File: src/rtl/txcfg_pkg.sv
package txcfg_pkg;

  // ---------------------------------------------------------------
  // Register indices (byte address is four times the index)
  // ---------------------------------------------------------------
  localparam logic [9:0] IDX_IO = 10'h184;
  localparam logic [9:0] IDX_ES = 10'h185;
  localparam logic [9:0] IDX_ALM = 10'h186;
  localparam logic [9:0] IDX_WM = 10'h187;
  localparam logic [9:0] IDX_IB = 10'h188;
  localparam logic [9:0] IDX_MS = 10'h189;
  localparam logic [9:0] IDX_XP = 10'h18a;
  localparam logic [9:0] IDX_MON = 10'h1a0;

  // ---------------------------------------------------------------
  // Writable bit masks and reset values
  // ---------------------------------------------------------------
  localparam logic [7:0] MASK_IO = 8'hff;
  localparam logic [7:0] MASK_ES = 8'hdf;
  localparam logic [7:0] MASK_ALM = 8'h0f;
  localparam logic [7:0] MASK_WM = 8'h03;
  localparam logic [7:0] MASK_IB = 8'h7f;
  localparam logic [7:0] MASK_MS = 8'h1f;
  localparam logic [7:0] MASK_XP = 8'h07;
  localparam logic [7:0] RST_REG = 8'h00;

  // ---------------------------------------------------------------
  // Field positions
  // ---------------------------------------------------------------
  localparam int IO_RATE = 4;
  localparam int IO_SYS_MF = 3;
  localparam int IO_DIR = 2;
  localparam int IO_DW = 1;
  localparam int IO_LINE_MF = 0;
  localparam int ES_FMT = 7;
  localparam int ES_GAP = 6;
  localparam int ES_ZONE = 4;
  localparam int ES_ALIGN = 3;
  localparam int ES_RESET = 2;
  localparam int ES_MIN = 1;
  localparam int ES_EN = 0;
  localparam int ALM_RAI = 3;
  localparam int ALM_AIS = 2;
  localparam int IB_SEL = 4;
  localparam int IB_EN = 3;
  localparam int XP_DIR = 2;
  localparam int XP_EN = 0;

  // ---------------------------------------------------------------
  // Decoded values
  // ---------------------------------------------------------------
  localparam logic [3:0] SLIP_WIDE = 4'h9;
  localparam logic [3:0] SLIP_NARROW = 4'h2;
  localparam logic [5:0] WM_CODE0 = 6'h04;
  localparam logic [5:0] WM_CODE1 = 6'h10;
  localparam logic [5:0] WM_CODE2 = 6'h20;
  localparam logic [5:0] WM_CODE3 = 6'h30;
  localparam logic [3:0] BUS_CODE0 = 4'h2;
  localparam logic [3:0] BUS_CODE1 = 4'h4;
  localparam logic [3:0] BUS_CODE2 = 4'h8;
  localparam logic [3:0] BUS_RESERVED = 4'h0;
  localparam logic [4:0] LOOP_CODE0 = 5'h05;
  localparam logic [4:0] LOOP_CODE1 = 5'h06;
  localparam logic [4:0] LOOP_CODE2 = 5'h07;
  localparam logic [4:0] LOOP_CODE3 = 5'h10;
  localparam logic [1:0] RESP_OKAY = 2'h0;
  localparam logic [1:0] RESP_DECERR = 2'h3;

endpackage

File: src/rtl/tx_channel_byte_store.sv
`timescale 1ns/1ns
// Per-channel byte memory with registered read data
module tx_channel_byte_store #(
  parameter int WIDTH = 8,
  parameter int DEPTH = 32,
  parameter int AW = 5
) (
  // Clock
  input wire logic clk,
  // Write side
  input wire logic wr_en,
  input wire logic [AW-1:0] wr_addr,
  input wire logic [WIDTH-1:0] wr_data,
  // Read side
  input wire logic [AW-1:0] rd_addr,
  output logic [WIDTH-1:0] rd_data
);

  logic [WIDTH-1:0] mem [DEPTH];

  // Storage and read register; no reset, contents are live traffic
  always_ff @(posedge clk)
  begin
    if (wr_en)
    begin
      mem[wr_addr] <= wr_data;
    end
    rd_data <= mem[rd_addr];
  end

endmodule

File: src/rtl/tx_path_config_bank.sv
// The AXI4-Lite interface to the registers was chosen for this implementation.
`timescale 1ns/1ns
module tx_path_config_bank
  import txcfg_pkg::*;
#(
  parameter int ADDR_W = 12,
  parameter int CHANNELS = 32
) (
  // Clock and reset
  input wire logic MCLK,
  input wire logic RST,
  // AXI4-Lite write address
  input wire logic AWVALID,
  output logic AWREADY,
  input wire logic [ADDR_W-1:0] AWADDR,
  input wire logic [2:0] AWPROT,
  // AXI4-Lite write data
  input wire logic WVALID,
  output logic WREADY,
  input wire logic [31:0] WDATA,
  input wire logic [3:0] WSTRB,
  // AXI4-Lite write response
  output logic BVALID,
  input wire logic BREADY,
  output logic [1:0] BRESP,
  // AXI4-Lite read address
  input wire logic ARVALID,
  output logic ARREADY,
  input wire logic [ADDR_W-1:0] ARADDR,
  input wire logic [2:0] ARPROT,
  // AXI4-Lite read data
  output logic RVALID,
  input wire logic RREADY,
  output logic [31:0] RDATA,
  output logic [1:0] RRESP,
  // Framer mode from the same clock domain
  input wire logic T1_MODE,
  input wire logic ESF_FRAMING,
  // Transmit channel byte stream, same clock domain
  input wire logic CHAN_VALID,
  input wire logic [4:0] CHAN_NUM,
  input wire logic [7:0] CHAN_DATA,
  // System and line sync controls
  output logic SYS_CLOCK_RATE_SELECT,
  output logic SYS_SYNC_MULTIFRAME,
  output logic LINE_SYNC_OUTPUT_EN,
  output logic LINE_SYNC_MULTIFRAME,
  output logic SYNC_DOUBLE_WIDE,
  // Elastic store controls
  output logic CHANNEL_DATA_56K,
  output logic GAPPED_CLOCK_ENABLE,
  output logic [3:0] SLIP_THRESHOLD_BYTES,
  output logic ELASTIC_ALIGN_PULSE,
  output logic ELASTIC_RESET_PULSE,
  output logic ELASTIC_MIN_DELAY,
  output logic ELASTIC_STORE_ENABLE,
  // Alarm and loop code controls
  output logic REMOTE_ALARM_CI,
  output logic ALARM_INDICATION_CI,
  output logic [1:0] LOOP_CODE_LENGTH,
  output logic [4:0] LOOP_CODE_BASE_BITS,
  // HDLC watermark
  output logic [5:0] FIFO_LOW_WATERMARK,
  // Interleaved bus
  output logic INTERLEAVE_ACTIVE,
  output logic FRAME_INTERLEAVE,
  output logic [3:0] BUS_DEVICE_COUNT,
  output logic [2:0] BUS_DEVICE_POSITION,
  // Channel monitor and pattern port
  output logic [4:0] MONITOR_CHANNEL_SELECT,
  output logic PATTERN_TO_RECEIVE,
  output logic PATTERN_PORT_ENABLE
);

  // ---------------------------------------------------------------
  // State
  // ---------------------------------------------------------------
  typedef struct packed {
    logic [7:0] io;
    logic [7:0] es;
    logic [7:0] alm;
    logic [7:0] wm;
    logic [7:0] ib;
    logic [7:0] ms;
    logic [7:0] xp;
    logic aw_held;
    logic [9:0] aw_idx;
    logic w_held;
    logic [7:0] w_data;
    logic w_lane0;
    logic awready;
    logic wready;
    logic bvalid;
    logic [1:0] bresp;
    logic arready;
    logic rvalid;
    logic [31:0] rdata;
    logic [1:0] rresp;
    logic rate_sel;
    logic double_wide;
    logic [3:0] slip_bytes;
    logic align_pulse;
    logic reset_pulse;
    logic rai_ci;
    logic ais_ci;
    logic [4:0] loop_bits;
    logic [5:0] watermark;
    logic ib_active;
    logic [3:0] bus_count;
  } state_t;

  state_t st;
  state_t next_st;
  logic [7:0] mon_byte;

  // ---------------------------------------------------------------
  // Decode helpers
  // ---------------------------------------------------------------
  // Shared by read and write paths so both agree on the map
  function automatic logic reg_known(input logic [9:0] idx);
    reg_known = (idx == IDX_IO) || (idx == IDX_ES) || (idx == IDX_ALM) ||
                (idx == IDX_WM) || (idx == IDX_IB) || (idx == IDX_MS) ||
                (idx == IDX_XP) || (idx == IDX_MON);
  endfunction

  function automatic logic [5:0] watermark_bytes(input logic [1:0] code);
    unique case (code)
      2'h0: watermark_bytes = WM_CODE0;
      2'h1: watermark_bytes = WM_CODE1;
      2'h2: watermark_bytes = WM_CODE2;
      2'h3: watermark_bytes = WM_CODE3;
    endcase
  endfunction

  function automatic logic [3:0] bus_devices(input logic [1:0] code);
    unique case (code)
      2'h0: bus_devices = BUS_CODE0;
      2'h1: bus_devices = BUS_CODE1;
      2'h2: bus_devices = BUS_CODE2;
      2'h3: bus_devices = BUS_RESERVED;
    endcase
  endfunction

  // Longest length of each code group; pattern engine divides down
  function automatic logic [4:0] loop_length(input logic [1:0] code);
    unique case (code)
      2'h0: loop_length = LOOP_CODE0;
      2'h1: loop_length = LOOP_CODE1;
      2'h2: loop_length = LOOP_CODE2;
      2'h3: loop_length = LOOP_CODE3;
    endcase
  endfunction

  // ---------------------------------------------------------------
  // Monitored channel bytes
  // ---------------------------------------------------------------
  // channel select
  tx_channel_byte_store #(
    .WIDTH(8),
    .DEPTH(CHANNELS),
    .AW(5)
  ) u_store (
    .clk(MCLK),
    .wr_en(CHAN_VALID),
    .wr_addr(CHAN_NUM),
    .wr_data(CHAN_DATA),
    .rd_addr(st.ms[4:0]),
    .rd_data(mon_byte)
  );

  // ---------------------------------------------------------------
  // Next-state logic
  // ---------------------------------------------------------------
  always_comb
  begin
    next_st = st;
    next_st.align_pulse = 1'b0;
    next_st.reset_pulse = 1'b0;

    // Address and data may arrive in either order
    if (AWVALID && st.awready)
    begin
      next_st.aw_held = 1'b1;
      next_st.aw_idx = AWADDR[11:2];
    end
    if (WVALID && st.wready)
    begin
      next_st.w_held = 1'b1;
      next_st.w_data = WDATA[7:0];
      next_st.w_lane0 = WSTRB[0];
    end
    if (st.bvalid && BREADY)
    begin
      next_st.bvalid = 1'b0;
    end

    // Commit once both halves are held and the response slot is free
    if (next_st.aw_held && next_st.w_held && !next_st.bvalid)
    begin
      next_st.aw_held = 1'b0;
      next_st.w_held = 1'b0;
      next_st.bvalid = 1'b1;
      next_st.bresp = reg_known(next_st.aw_idx) ? RESP_OKAY : RESP_DECERR;
      if (next_st.w_lane0)
      begin
        unique case (next_st.aw_idx)
          IDX_IO: next_st.io = next_st.w_data & MASK_IO;
          IDX_ES: next_st.es = next_st.w_data & MASK_ES;
          IDX_ALM: next_st.alm = next_st.w_data & MASK_ALM;
          IDX_WM: next_st.wm = next_st.w_data & MASK_WM;
          IDX_IB: next_st.ib = next_st.w_data & MASK_IB;
          IDX_MS: next_st.ms = next_st.w_data & MASK_MS;
          IDX_XP: next_st.xp = next_st.w_data & MASK_XP;
          default: next_st.io = st.io;
        endcase
      end
    end
    next_st.awready = !next_st.aw_held && !next_st.bvalid;
    next_st.wready = !next_st.w_held && !next_st.bvalid;

    // Read channel: one read in flight, data captured at acceptance
    if (st.rvalid && RREADY)
    begin
      next_st.rvalid = 1'b0;
    end
    if (ARVALID && st.arready)
    begin
      next_st.rvalid = 1'b1;
      next_st.rresp = reg_known(ARADDR[11:2]) ? RESP_OKAY : RESP_DECERR;
      unique case (ARADDR[11:2])
        IDX_IO: next_st.rdata = {24'h000000, st.io};
        IDX_ES: next_st.rdata = {24'h000000, st.es};
        IDX_ALM: next_st.rdata = {24'h000000, st.alm};
        IDX_WM: next_st.rdata = {24'h000000, st.wm};
        IDX_IB: next_st.rdata = {24'h000000, st.ib};
        IDX_MS: next_st.rdata = {24'h000000, st.ms};
        IDX_XP: next_st.rdata = {24'h000000, st.xp};
        IDX_MON: next_st.rdata = {24'h000000, mon_byte};
        default: next_st.rdata = 32'h00000000;
      endcase
    end
    next_st.arready = !next_st.rvalid;

    // rate select forced on by interleaved bus
    next_st.rate_sel = next_st.io[IO_RATE] || next_st.ib[IB_EN];

    // double-wide only in T1 with output sync
    // gated also for misuse in multiframe or input mode
    next_st.double_wide = next_st.io[IO_DW] && T1_MODE &&
                          next_st.io[IO_DIR] && !next_st.io[IO_LINE_MF];

    next_st.slip_bytes = next_st.es[ES_ZONE] ? SLIP_NARROW : SLIP_WIDE;

    next_st.align_pulse = next_st.es[ES_ALIGN] && !st.es[ES_ALIGN];
    // pointer reset on rising edge only
    next_st.reset_pulse = next_st.es[ES_RESET] && !st.es[ES_RESET];

    // RAI CI pattern only in T1 extended superframe; AIS CI in any T1 framing
    next_st.rai_ci = next_st.alm[ALM_RAI] && T1_MODE && ESF_FRAMING;
    next_st.ais_ci = next_st.alm[ALM_AIS] && T1_MODE;

    next_st.loop_bits = loop_length(next_st.alm[1:0]);
    next_st.watermark = watermark_bytes(next_st.wm[1:0]);
    next_st.bus_count = bus_devices(next_st.ib[6:5]);
    next_st.ib_active = next_st.ib[IB_EN];

    if (RST)
    begin
      next_st = '0;
      next_st.io = RST_REG;
      next_st.es = RST_REG;
      next_st.alm = RST_REG;
      next_st.wm = RST_REG;
      next_st.ib = RST_REG;
      next_st.ms = RST_REG;
      next_st.xp = RST_REG;
      next_st.slip_bytes = SLIP_WIDE;
      next_st.loop_bits = LOOP_CODE0;
      next_st.watermark = WM_CODE0;
      next_st.bus_count = BUS_CODE0;
    end
  end

  // Single state register, synchronous reset folded in above
  always_ff @(posedge MCLK)
  begin
    st <= next_st;
  end

  // ---------------------------------------------------------------
  // Outputs, all straight from state flops
  // ---------------------------------------------------------------
  // Bus handshake
  assign AWREADY = st.awready;
  assign WREADY = st.wready;
  assign BVALID = st.bvalid;
  assign BRESP = st.bresp;
  assign ARREADY = st.arready;
  assign RVALID = st.rvalid;
  assign RDATA = st.rdata;
  assign RRESP = st.rresp;

  // Sync pin modes
  assign SYS_CLOCK_RATE_SELECT = st.rate_sel;
  assign SYS_SYNC_MULTIFRAME = st.io[IO_SYS_MF];
  assign LINE_SYNC_OUTPUT_EN = st.io[IO_DIR];
  assign LINE_SYNC_MULTIFRAME = st.io[IO_LINE_MF];
  assign SYNC_DOUBLE_WIDE = st.double_wide;

  // Elastic store
  // 56 or 64 kbps format
  assign CHANNEL_DATA_56K = st.es[ES_FMT];
  assign GAPPED_CLOCK_ENABLE = st.es[ES_GAP];
  assign SLIP_THRESHOLD_BYTES = st.slip_bytes;
  assign ELASTIC_ALIGN_PULSE = st.align_pulse;
  assign ELASTIC_RESET_PULSE = st.reset_pulse;
  assign ELASTIC_MIN_DELAY = st.es[ES_MIN];
  assign ELASTIC_STORE_ENABLE = st.es[ES_EN];

  // Alarms and loop code
  assign REMOTE_ALARM_CI = st.rai_ci;
  assign ALARM_INDICATION_CI = st.ais_ci;
  assign LOOP_CODE_LENGTH = st.alm[1:0];
  assign LOOP_CODE_BASE_BITS = st.loop_bits;
  assign FIFO_LOW_WATERMARK = st.watermark;

  // Interleaved bus
  assign INTERLEAVE_ACTIVE = st.ib_active;
  assign FRAME_INTERLEAVE = st.ib[IB_SEL];
  assign BUS_DEVICE_COUNT = st.bus_count;
  assign BUS_DEVICE_POSITION = st.ib[2:0];

  // Monitor and pattern port
  assign MONITOR_CHANNEL_SELECT = st.ms[4:0];
  assign PATTERN_TO_RECEIVE = st.xp[XP_DIR];
  assign PATTERN_PORT_ENABLE = st.xp[XP_EN];

endmodule

File: config.mk
export PLATFORM = sky130hd
export DESIGN_NAME = tx_path_config_bank
export DESIGN_NICKNAME = d
export VERILOG_FILES = /design/src/rtl/txcfg_pkg.sv /design/src/rtl/tx_channel_byte_store.sv /design/src/rtl/tx_path_config_bank.sv
export SDC_FILE = /design/constraint.sdc
export NUM_CORES = 1
export LEC_CHECK = 0
export BUFFER_PORTS_ARGS = -buffer_cell sky130_fd_sc_hd__buf_4
export CAP_MARGIN = 0
export CELL_PAD_IN_SITES_DETAIL_PLACEMENT = 2
export CELL_PAD_IN_SITES_GLOBAL_PLACEMENT = 2
export CORE_MARGIN = 1
export CORE_UTILIZATION = 38
export DETAILED_ROUTE_END_ITERATION = 8
export PLACE_DENSITY_LB_ADDON = 0.1
export SETUP_SLACK_MARGIN = 0.2
export SLEW_MARGIN = 20
export SYNTH_ARGS = -nofsm -noshare
export SYNTH_HDL_FRONTEND = slang
export SYNTH_HIERARCHICAL = 1
export SYNTH_SLANG_ARGS = --single-unit
File: constraint.sdc
create_clock -name MCLK -period 2.3 [get_ports MCLK]
set_clock_uncertainty 0.05 [all_clocks]
set_input_delay 0.23 -clock MCLK [delete_from_list [all_inputs] [get_ports MCLK]]
set_output_delay 0.23 -clock MCLK [all_outputs]
set_load 0.005 [all_outputs]
Word level (Yosys, flattened, before mapping)
Memory sizes are Yosys's and may differ from the RTL's. A register that Yosys moved wholly into a read port is not among the register bits.
Index checks and enable logic that the tools add are counted.

storage, ports and cells
  bits in registers = 124
  memory bits (writable) = 256
  bits of input ports = 89
  output and inout port bits = 87
  word-level logic and storage cells = 133
  memories = 1

memories
  memory       words  width  read ports  clocked after Yosys merged registers in  write ports  RTL line                     text
  u_store.mem  32     8      1           1                                        1            tx_channel_byte_store.sv:19  logic [WIDTH-1:0] mem [DEPTH];

cells by class
  equal/unequal tests = 25
  mux-type cells = 25
  reduce and logical (&&, ||, !) cells = 48

operators by type and width
  operator                                              number
  equality test 10 x 9 -> 1 bit, second input constant  16
  case mux 8 bit (8 select lines)                       1
  two-way mux 54 bit                                    1
  two-way mux 53 bit                                    1
  two-way mux 35 bit                                    1
  case mux 6 bit (4 select lines)                       1
  case mux 5 bit (4 select lines)                       1
  logical AND 1 bit                                     17
  case mux 4 bit (4 select lines)                       1
  logical OR 1 bit                                      15
  AND reduction 3 bit                                   5
  equality test 2 bit, second input constant            6
  two-way mux 11 bit                                    1
  two-way mux 10 bit                                    1
  two-way mux 5 bit                                     2
  logical NOT 1 bit                                     8
  two-way mux 4 bit                                     2
  two-way mux 8 bit                                     1
  two-way mux 7 bit                                     1
  equality test 2 x 1 -> 1 bit, second input constant   3
  logical NOT 2 bit                                     3
  two-way mux 2 bit                                     3
  two-way mux 3 bit                                     2
  two-way mux 1 bit                                     5

Depth between registers and ports, before layout
Gate-level depths: netlist of the first run.

  depth in word-level cells = 14
  depth in mapped cells = 10
  mapped depth without buffers = 8

Hierarchy
The synthesis of the first run kept the hierarchy.

modules (own cells, without submodules)
  module                 times used  cells an instance  area each (um^2)  sequential area each (um^2)
  tx_channel_byte_store  1           417                10053.4           7847.5
  tx_path_config_bank    1           490                4438.0            1781.7

Least setup slack after synthesis of the first run
OpenSTA, ideal clock, no wires.

  path kind = reg2reg
  start = register st, in the netlist AWREADY
  end = register st, in the netlist LOOP_CODE_BASE_BITS[0]
  setup time = 0.127 ns
  data arrival time = 2.104 ns
  required time = 2.123 ns
  setup slack = 0.019 ns
  stages on the path, launching flop included = 10
  buffers on the path = 1
  period minus slack after synthesis = 2.281 ns
  cells stage by stage = dfxtp_1 -> nand2_1 -> mux2_2 -> and2_1 -> nand3_1 -> buf_2 -> nand2_1 -> o21a_1 -> ha_1 -> or3_1

between the ends
  cells in the longest elaborated chain, start to end = 8
  elaborated cells between the ends (all ways) = 13
  classes of those cells = eq/ne: 4; mux: 5; reduce/logical: 4

ends and longest elaborated chain
  element                                      RTL line                    text
  start: declaration                           tx_path_config_bank.sv:112  state_t st;
  start signal: assignment                     tx_path_config_bank.sv:287  st <= next_st;
  logical AND 1 bit *                          tx_path_config_bank.sv:181  if (AWVALID && st.awready)
  two-way mux 11 bit *                         tx_path_config_bank.sv:181
  equality test 10 x 9 -> 1 bit                tx_path_config_bank.sv:206  unique case (next_st.aw_idx)
  two-way mux 4 bit                            tx_path_config_bank.sv:206
  two-way mux 53 bit                           tx_path_config_bank.sv:204  if (next_st.w_lane0)
  two-way mux 54 bit *                         tx_path_config_bank.sv:198  if (next_st.aw_held && next_st.w_held && !next_st.bvalid)
  equality test 2 bit (tied with other cells)  tx_path_config_bank.sv:146  unique case (code)
  case mux 5 bit (4 select lines) *            tx_path_config_bank.sv:146

Every way passes the cells marked *; elsewhere a longest branch is shown, timed or not. The select of a mux whose other input is x is not followed.
A chain may end at the register's enable or synchronous reset.

==> results.yml, run 1 <==
clocking:
  cts.sinks: 353
  cts_tree: "yes"
  cts_max_level: 2
  clk_latency_ns: 0.54
  clk_pin_slew_ns: 0.06
  cts_buffers: 40
  cts_root_buffer: "clkbuf_16"
  cts_buffer_depth: 3
logic_synthesis:
  synth-seq-cells: 353
  synth_edf_count: 256
  ys_seq_area_frac: 0.664
  syn_area_um2: 14500
  synth-warning-count: 6
  synth_cells: 907
  ys.flop_type: "edfxtp_1"
  synth.distinct_cells: 63
  async_flop_share: 0
  avgSynthCellArea_um2: 16.0
power:
  vdd_drop_max_v: 0.000624
  power_frac_seq: 0.521
  powerDensity_nw_per_um2: 764
  swShare: 0.217
  share_comb_of_total_power: 0.043
  p_sw_w: 0.00289
  leakage_nw: 6.05
  p_clk_frac: 0.436
  intPower_w: 0.0104
finish:
  multiInputGateArea_um2: 4320
  seqCellArea_um2: 9640
  n_antenna_cell: 0
  num-nets-final: 1166
  fill_cells: 3580
  area_growth_pct: 20.2
  layout-drive-gt1-share: 0.334
global_route:
  grt_antenna_before_repair: 1
  busiest_layer: "met2"
  grt-ovfl-total: 0
  gr-usage-met3: 0.0309
  met1_usage: 0.263
  grt_max_degree: 35
  track_usage: 0.202
  grt_pass1_vias: 9108
  use_met2: 0.352
  grt_pass1_wl_um: 57500
placement:
  dpl.hpwl_um: 26200
  place.gp.congestion: 0.765
  portBuffers: 108
drt:
  wl_per_cell_um: 24.0
  dr.pass1.iters: 6
  drt-total-wl_um: 38700
  drtIter0Drc: 351
  drc_errors: 0
  vias_per_cell: 5.18
  ant_nets: 0
  vias: 8338
floorplan:
  die_h_um: 197
  dieArea_um2: 38900
  fp-row-count: 71
  ios: 176
  coreArea_um2: 37600
  die_w_um: 197
  initial_core_util: 0.386
timing:
  period_minus_slack_ns: 2.24
  setup_tns_ns: 0
  holdWs_ns: 0.0168
  clock.fmax_ghz: 0.447
  setup_viol: 0
  rsz0062_at_grt: "true"
  hold_viol_final: 0
  worstMarginPinSlew_ns: 0.741
  relSlewSlack: 0.506
  finalCritPeriodShare: 0.974
  final_max_slew_viol_count: 0
flow_run:
  maxCapViolations: 0
worst_setup_path:
  arrival_ns: 2.62
  end_kind: "flip-flop"
  critPathKind: "reg -> reg"
  r2r_setup_slack_ns: 0.06
  required_ns: 2.68
  start_kind: "flip-flop"
  crit_fanout: 15
worst_hold_path:
  worst_hold_path_type: "in -> reg"
status:
  status: "completed"
per-stage QoR:
stage	instance area, um^2	util	setup WS (ns)	power [W]	std cells
after floorplan	14700	-	0.197	0.00735	936
after global placement	16000	0.425	-0.0563	0.00760	1519
after detailed placement	16000	0.425	-0.0605	0.00762	1519
after CTS	17400	0.462	0.0482	0.0135	1608
after global routing	17400	0.464	0.0163	0.0138	1610
final	17400	0.464	0.0609	0.0133	1610
final cells by class:
| cell class | count | share of cell area |
|---|---|---|
| Clock inverter | 17 | 0.00668 |
| Tap cell | 511 | 0.0367 |
| Sequential cell | 353 | 0.553 |
| Timing Repair Buffer | 200 | 0.0947 |
| Clock buffer | 51 | 0.0598 |
| Inverter | 6 | 0.00129 |
| Multi-Input combinational cell | 472 | 0.248 |
registers in the layout, summed over array words and instances (netlist names), 2 cells and up:
register	count
BUS_DEVICE_COUNT	3
BUS_DEVICE_POSITION	3
FIFO_LOW_WATERMARK	3
LOOP_CODE_BASE_BITS	4
LOOP_CODE_LENGTH	2
MONITOR_CHANNEL_SELECT	5
RDATA	8
SLIP_THRESHOLD_BYTES	2
st	36
u_store/mem	256
u_store/rd_data	8
cell usage in the layout (no fill, tap or decap), types with 4 or more instances in the layout:
cell type / netlist / layout
a211oi_1: 12 / 12
dfxtp_1: 97 / 94
dlygate4sd3_1: 0 / 15
nand3b_1: 12 / 12
nor3b_1: 4 / 4
nor2_1: 78 / 78
buf_4: 71 / 176
edfxtp_1: 256 / 256
o21ai_0: 20 / 19
nand4_1: 5 / 5
clkbuf_16: 0 / 40
nand3_1: 30 / 29
a22o_1: 10 / 10
clkinv_1: 0 / 10
nand2_1: 48 / 45
clkbuf_1: 18 / 11
a21oi_1: 17 / 17
conb_1: 1 / 30
a31oi_1: 4 / 4
mux2_2: 19 / 17
nand2b_1: 5 / 5
mux2i_1: 20 / 20
buf_12: 0 / 7
inv_1: 6 / 6
mux4_2: 81 / 81
nor3_1: 7 / 7
nor2b_1: 11 / 10
cells in the mapped netlist (5+ instances only):
cell      instances  area [um^2]
dfxtp_1          97         1940
o21ai_0          20          100
nand2_1          48          180
buf_2             5         25.0
nand2b_1          5         31.3
buf_6             5         56.3
nand3_1          30          150
nor2_1           78          293
a22o_1           10         87.6
clkbuf_1         18         67.6
mux2_2           19          214
nor3_1            7         35.0
a211oi_1         12         90.1
nor2b_1          11         68.8
nand4_1           5         31.3
mux4_2           81         1820
buf_1             6         22.5
buf_4            71          533
inv_1             6         22.5
nand3b_1         12         90.1
mux2i_1          20          200
a21oi_1          17         85.1
edfxtp_1        256         7690
path summary, 6_finish.rpt:
check,startpoint,end,depth (start not counted)
max,MONITOR_CHANNEL_SELECT[0],u_store/rd_data[2],5
min,WDATA[3],st[71],3
max reg2reg,MONITOR_CHANNEL_SELECT[0],u_store/rd_data[2],5
min reg2reg,st[87],AWREADY,1
power by group through the flow:
stage / clock, W / sequential [W] / combinational (W)
final: 0.00581 / 0.00694 / 0.000568
after global routing: 0.00619 / 0.00695 / 0.000620
after CTS: 0.00599 / 0.00694 / 0.000575
after detailed placement: 0 / 0.00707 / 0.000550
after global placement: 0 / 0.00707 / 0.000530
after floorplan: 0 / 0.00706 / 0.000282
layer usage:
| metal | vias up | routed length (um) |
|---|---|---|
| li1 | 3749 | - |
| met1 | 4369 | 16900 |
| met2 | 156 | 19600 |
| met3 | 62 | 1370 |
| met4 | 2 | 825 |
| met5 | - | 13 |
timing repair:
item                                    CTS  global route
gates resized for setup                   3             8
endpoints found under the hold margin    19             0
hold buffers                             15             0
setup buffers                             6             2
endpoints found under the setup margin   20            30
pin swaps                                 2             5
critical path, stage by stage, from the launching register on:
cell and delay, ns:
dfxtp_4 0.35, buf_12 0.16, buf_16 0.19, mux4_2 0.58
mux4_2 0.49, mux2_2 0.27
cell families (layout without fill, tap and decap cells):
logic type               count (synthesis)  after routing  share of synthesized area
other                                    1             30                   0.000259
flip-flops                             353            353                      0.664
adder cells (fa/ha/maj)                  4              4                    0.00345
AND/OR/NAND/NOR                        229            229                     0.0833
multiplexers                           123            123                      0.157
AO/OA/AOI/OAI                           86             86                     0.0409
buffers and inverters                  111            274                     0.0502
No activity file was read; power rests on OpenSTA's default activity.
==> run 2, diff against run 1 <==
- clock period: 2.3 -> 1.9 ns (I/O delays scaled with it)
==> run 2 against run 1 <==
The flow now finishes with violations (negative setup slack). Highest routed layer is now met4. Non-clock buffer count grew 84. Register-to-register slack got worse by 0.37 ns. First-iteration DRC count increased by 39%. Wire length is 7.6% higher. Cell count rose by 5.3%. Via count increased by 5.7%. Maximum frequency rose by 1.3%. Setup slack lost 0.37 ns. Die area unchanged. Critical path type unchanged. Sequential share of layout area shrank 4.6 points. Critical path depth is the same.
==> results.yml, run 2 (synthesized netlist as in run 1, its figures left out) <==
drt:
  wl_per_cell_um: 24.6
  dr.pass1.iters: 5
  vias_per_cell: 5.20
  drt-total-wl_um: 41700
  drc_errors: 0
  vias: 8815
  drtIter0Drc: 488
  ant_nets: 0
global_route:
  grt_pass1_wl_um: 61400
  grt_max_degree: 34
  grt_antenna_before_repair: 0
  use_met2: 0.367
  gr-usage-met3: 0.0302
  grt-ovfl-total: 0
  grt_pass1_vias: 9576
  met1_usage: 0.284
  busiest_layer: "met2"
  track_usage: 0.214
placement:
  placed_area_um2: 16400
  portBuffers: 108
  dp_cells: 1569
  preCtsSetupSlack_ns: -0.415
  dpl.hpwl_um: 27500
  place.gp.congestion: 0.783
status:
  violations: "negative setup slack"
  status: "finished, violations left"
worst_hold_path:
  worst_hold_path_type: "in -> reg"
timing:
  worstMarginPinSlew_ns: 0.738
  clock.fmax_ghz: 0.452
  relSlewSlack: 0.494
  finalCritPeriodShare: 1.16
  final.setup.worst_slack_ns: -0.310
  holdWs_ns: 0.0430
  setup_viol: 42
  period_minus_slack_ns: 2.21
  hold_viol_final: 0
  rsz0062_at_grt: "true"
  final_max_slew_viol_count: 0
finish:
  final_cell_count_no_fill: 1696
  largest_reg_flops: 256
  num-nets-final: 1249
  mostFrequentLayoutCell: "edfxtp_1"
  layout-drive-gt1-share: 0.454
  layout_common_cells: "256 x edfxtp_1, 215 x buf_4, 91 x dfxtp_1"
  top_regs: "u_store/mem (256), st (36)"
  regMostFlops: "u_store/mem"
  n_antenna_cell: 0
  fill_cells: 3508
  area_growth_pct: 31.2
  final_cell_area_um2: 19000
floorplan:
  fp-row-count: 71
  coreArea_um2: 37600
  ios: 176
  die_w_um: 197
  dieArea_um2: 38900
  die_h_um: 197
  initial_core_util: 0.386
clocking:
  cts_buffers: 39
  cts_tree: "yes"
  cts_buffer_depth: 3
  clk_pin_slew_ns: 0.06
  cts.sinks: 353
  cts_max_level: 2
  cts_root_buffer: "clkbuf_16"
  clk_latency_ns: 0.53
power:
  leakage_nw: 6.74
  total_power_w: 0.0167
  vdd_drop_max_v: 0.000771
  powerDensity_nw_per_um2: 878
worst_setup_path:
  required_ns: 2.27
  critPathKind: "reg -> reg"
  arrival_ns: 2.58
  end_kind: "flip-flop"
  start_kind: "flip-flop"
  crit_fanout: 13
flow_run:
  maxCapViolations: 0
run 2: cell types whose count changed in the layout (fill, tap and decap cells not counted), moves of 13 or more:
cell     before  now
buf_6         1   27
buf_4       176  215
nor2_1       78   65
nand3_1      29   14
o21ai_0      19    5
run 2: per-stage QoR:
step,util,setup TNS [ns]
global placement,0.437,-5.44
global route,0.506,-8.51
detailed placement,0.437,-7.41
finish,0.506,-4.77
CTS,0.495,-3.75
floorplan,-,-1.28
run 2: final cells by class:
class	instances	area, um^2	share of cell area
multi-input cells	472	4850	0.255
repair buffers	284	2590	0.136
clock inverters	19	151	0.00796
inverters	6	22.5	0.00118
flip-flops and latches	353	9640	0.507
well taps	511	639	0.0336
clock buffers	51	1110	0.0586
run 2: path summary, 6_finish.rpt:
kind / start / slack, ns / end / cells after the start
setup reg to reg: MONITOR_CHANNEL_SELECT[0] / -0.31 / u_store/rd_data[3] / 5
hold / removal: WDATA[5] / 0.04 / st[73] / 4
hold reg to reg: st[87] / 0.39 / AWREADY / 1
setup / recovery: MONITOR_CHANNEL_SELECT[0] / -0.31 / u_store/rd_data[3] / 5
run 2: what timing repair did:
action                     in CTS  in global routing
gates resized for setup       124                 60
setup endpoints to repair      61                 65
hold buffers                   17                  0
hold endpoints to repair       25                  0
cloned                          3                  2
setup buffers                  23                 12
pin swaps                      31                 23
run 2: power by group:
group | leakage, nW | switching, W | internal, W
Clock | 0.618 | 0.00305 | 0.00439
Sequential | 3.10 | 0.0000518 | 0.00836
Combinational | 3.03 | 0.000485 | 0.000344
Total | 6.74 | 0.00359 | 0.0131
run 2: worst max-delay path, stage by stage (launching register included):
cell and delay, ns:
dfxtp_4 0.36, buf_12 0.17, buf_6 0.14, mux4_2 0.51, mux4_2 0.56, mux2_2 0.30
run 2: routing by layer:
layer / part of all wire / up-vias
met2: 0.50 / 198
met5: 0 / -
met1: 0.44 / 4628
met3: 0.039 / 59
met4: 0.019 / 0
li1: - / 3930
==> run 3, diff against run 2 <==
- CORE_UTILIZATION: 38 -> 45
- clock period: 1.9 -> 2.64 ns (I/O delays scaled with it)
==> run 3 against run 2 <==
Hold slack worse by 0.019 ns. Wire length is 5.2% lower. Largest cell class unchanged. The flow now finishes without violations. First-iteration DRC count is 8.2% lower.
==> results.yml, run 3 (synthesized netlist as in run 1, its figures left out) <==
drt:
  drtIter0Drc: 448
  vias_per_cell: 5.72
  drc_errors: 0
  wl_per_cell_um: 26.4
  drt-total-wl_um: 39500
  vias: 8541
  ant_nets: 0
  dr.pass1.iters: 4
worst_setup_path:
  start_kind: "input port"
  end_kind: "flip-flop"
  crit_top_cell: "buf_4"
  critical_path_buf_inv_count: 3
  cpMaxStageDelayCell: "dlygate4sd3_1"
  path_cells: "dlygate4sd3_1 -> buf_4 -> nor2b_1 -> mux2_2 -> and2_1 -> nand3_2 -> buf_4 -> nand2_1 -> o21a_1 -> ha_1 -> or3_1"
  slowest_delay_ns: 0.55
  cp_top_family: "simple AND/OR/NAND/NOR gates"
  required_ns: 3.01
  arrival_ns: 2.73
  critPathKind: "in -> reg"
  crit_fanout: 7
floorplan:
  die_h_um: 181
  fp-row-count: 65
  coreArea_um2: 31600
  dieArea_um2: 32900
  ios: 176
  die_w_um: 181
  initial_core_util: 0.458
timing:
  clock.fmax_ghz: 0.423
  rsz0062_at_grt: "false"
  period_minus_slack_ns: 2.36
  setup_viol: 0
  setup_tns_ns: 0
  worstMarginPinSlew_ns: 0.873
  final_max_slew_viol_count: 0
  hold_viol_final: 0
  holdWs_ns: 0.0239
  finalCritPeriodShare: 0.895
  relSlewSlack: 0.416
power:
  swShare: 0.213
  intPower_w: 0.00954
  p_sw_w: 0.00259
  power_frac_seq: 0.499
  powerDensity_nw_per_um2: 704
  leakage_nw: 6.05
  vdd_drop_max_v: 0.000595
  p_clk_frac: 0.461
  share_comb_of_total_power: 0.040
global_route:
  grt_pass1_vias: 9282
  grt_max_degree: 49
  grt-ovfl-total: 0
  grt_pass1_wl_um: 58900
  grt_antenna_before_repair: 0
  track_usage: 0.243
placement:
  dp_cells: 1400
  portBuffers: 108
  dpl.hpwl_um: 25500
  place.gp.congestion: 0.766
clocking:
  cts_max_level: 2
  cts.sinks: 353
  clk_pin_slew_ns: 0.06
  clk_latency_ns: 0.54
  cts_tree: "yes"
  cts_buffer_depth: 3
  cts_root_buffer: "clkbuf_16"
  cts_buffers: 39
finish:
  area_growth_pct: 18.8
  layout_common_cells: "256 x edfxtp_1, 173 x buf_4, 95 x dfxtp_1"
  mostFrequentLayoutCell: "edfxtp_1"
  regMostFlops: "u_store/mem"
  n_antenna_cell: 0
  top_regs: "u_store/mem (256), st (36)"
  num-nets-final: 1154
  final_cell_count_no_fill: 1494
  layout-drive-gt1-share: 0.330
  largest_reg_flops: 256
worst_hold_path:
  worst_hold_path_type: "in -> reg"
status:
  status: "completed"
flow_run:
  maxCapViolations: 0
[run 3: cell types whose count changed in the layout (fill, tap and decap cells not counted), sizes merged]
cell,change
dlygate4sd3,-5
clkbuf,-6
inv,+2
clkinv,+3
clkinvlp,-3
bufinv,+4
buf,-88
[run 3: metrics by stage]
step | utilization | instance area, um^2 | power (W) | setup slack, ns
floorplan | - | 14600 | 0.00639 | 0.359
global placement | 0.497 | 15700 | 0.00660 | 0.238
detailed placement | 0.497 | 15700 | 0.00662 | 0.191
CTS | 0.543 | 17200 | 0.0122 | 0.212
global route | 0.544 | 17200 | 0.0125 | 0.205
finish | 0.544 | 17200 | 0.0121 | 0.278
[run 3: tightest hold or removal path: cells and delay by family]
kind,cells,cell delay [ns]
buffers and inverters,1,0.08
AND/OR/NAND/NOR,1,0.12
multiplexers,1,0.11
[run 3: worst paths after layout]
check	to	slack (ns)	cells after the start	from
setup reg to reg	LOOP_CODE_BASE_BITS[0]	0.35	9	WREADY
hold reg to reg	AWREADY	0.38	1	st[87]
hold / removal	st[75]	0.02	3	WDATA[7]
setup / recovery	LOOP_CODE_BASE_BITS[0]	0.28	11	AWADDR[4]
[run 3: metal layers]
layer | GRT usage | routed length, um
met1 | 0.323 | 16800
met2 | 0.412 | 19800
met3 | 0.0405 | 2050
met4 | 0.0702 | 879
met5 | 0 | 0
[run 3: final cells by class]
| type | instances | area [um^2] |
|---|---|---|
| inverters | 6 | 22.5 |
| clock inverters | 25 | 303 |
| fillers | 2826 | 14400 |
| multi-input cells | 472 | 4250 |
| well taps | 402 | 503 |
| repair buffers | 189 | 1500 |
| flip-flops and latches | 353 | 9630 |
| clock buffers | 47 | 1010 |
[run 3: power by group through the flow]
| stage | registers, W | logic [W] | clock network [W] |
|---|---|---|---|
| floorplan | 0.00615 | 0.000242 | 0 |
| finish | 0.00605 | 0.000487 | 0.00559 |
| CTS | 0.00605 | 0.000480 | 0.00572 |
| global placement | 0.00615 | 0.000442 | 0 |
| detailed placement | 0.00616 | 0.000460 | 0 |
| global route | 0.00605 | 0.000525 | 0.00588 |
[run 3: what timing repair did]
| item | CTS | global route |
|---|---|---|
| endpoints found under the hold margin | 14 | 0 |
| gates resized for setup | 0 | 1 |
| endpoints found under the setup margin | 2 | 3 |
| hold buffers | 12 | 0 |
| pin swaps | 0 | 2 |
| setup buffers | 5 | 5 |
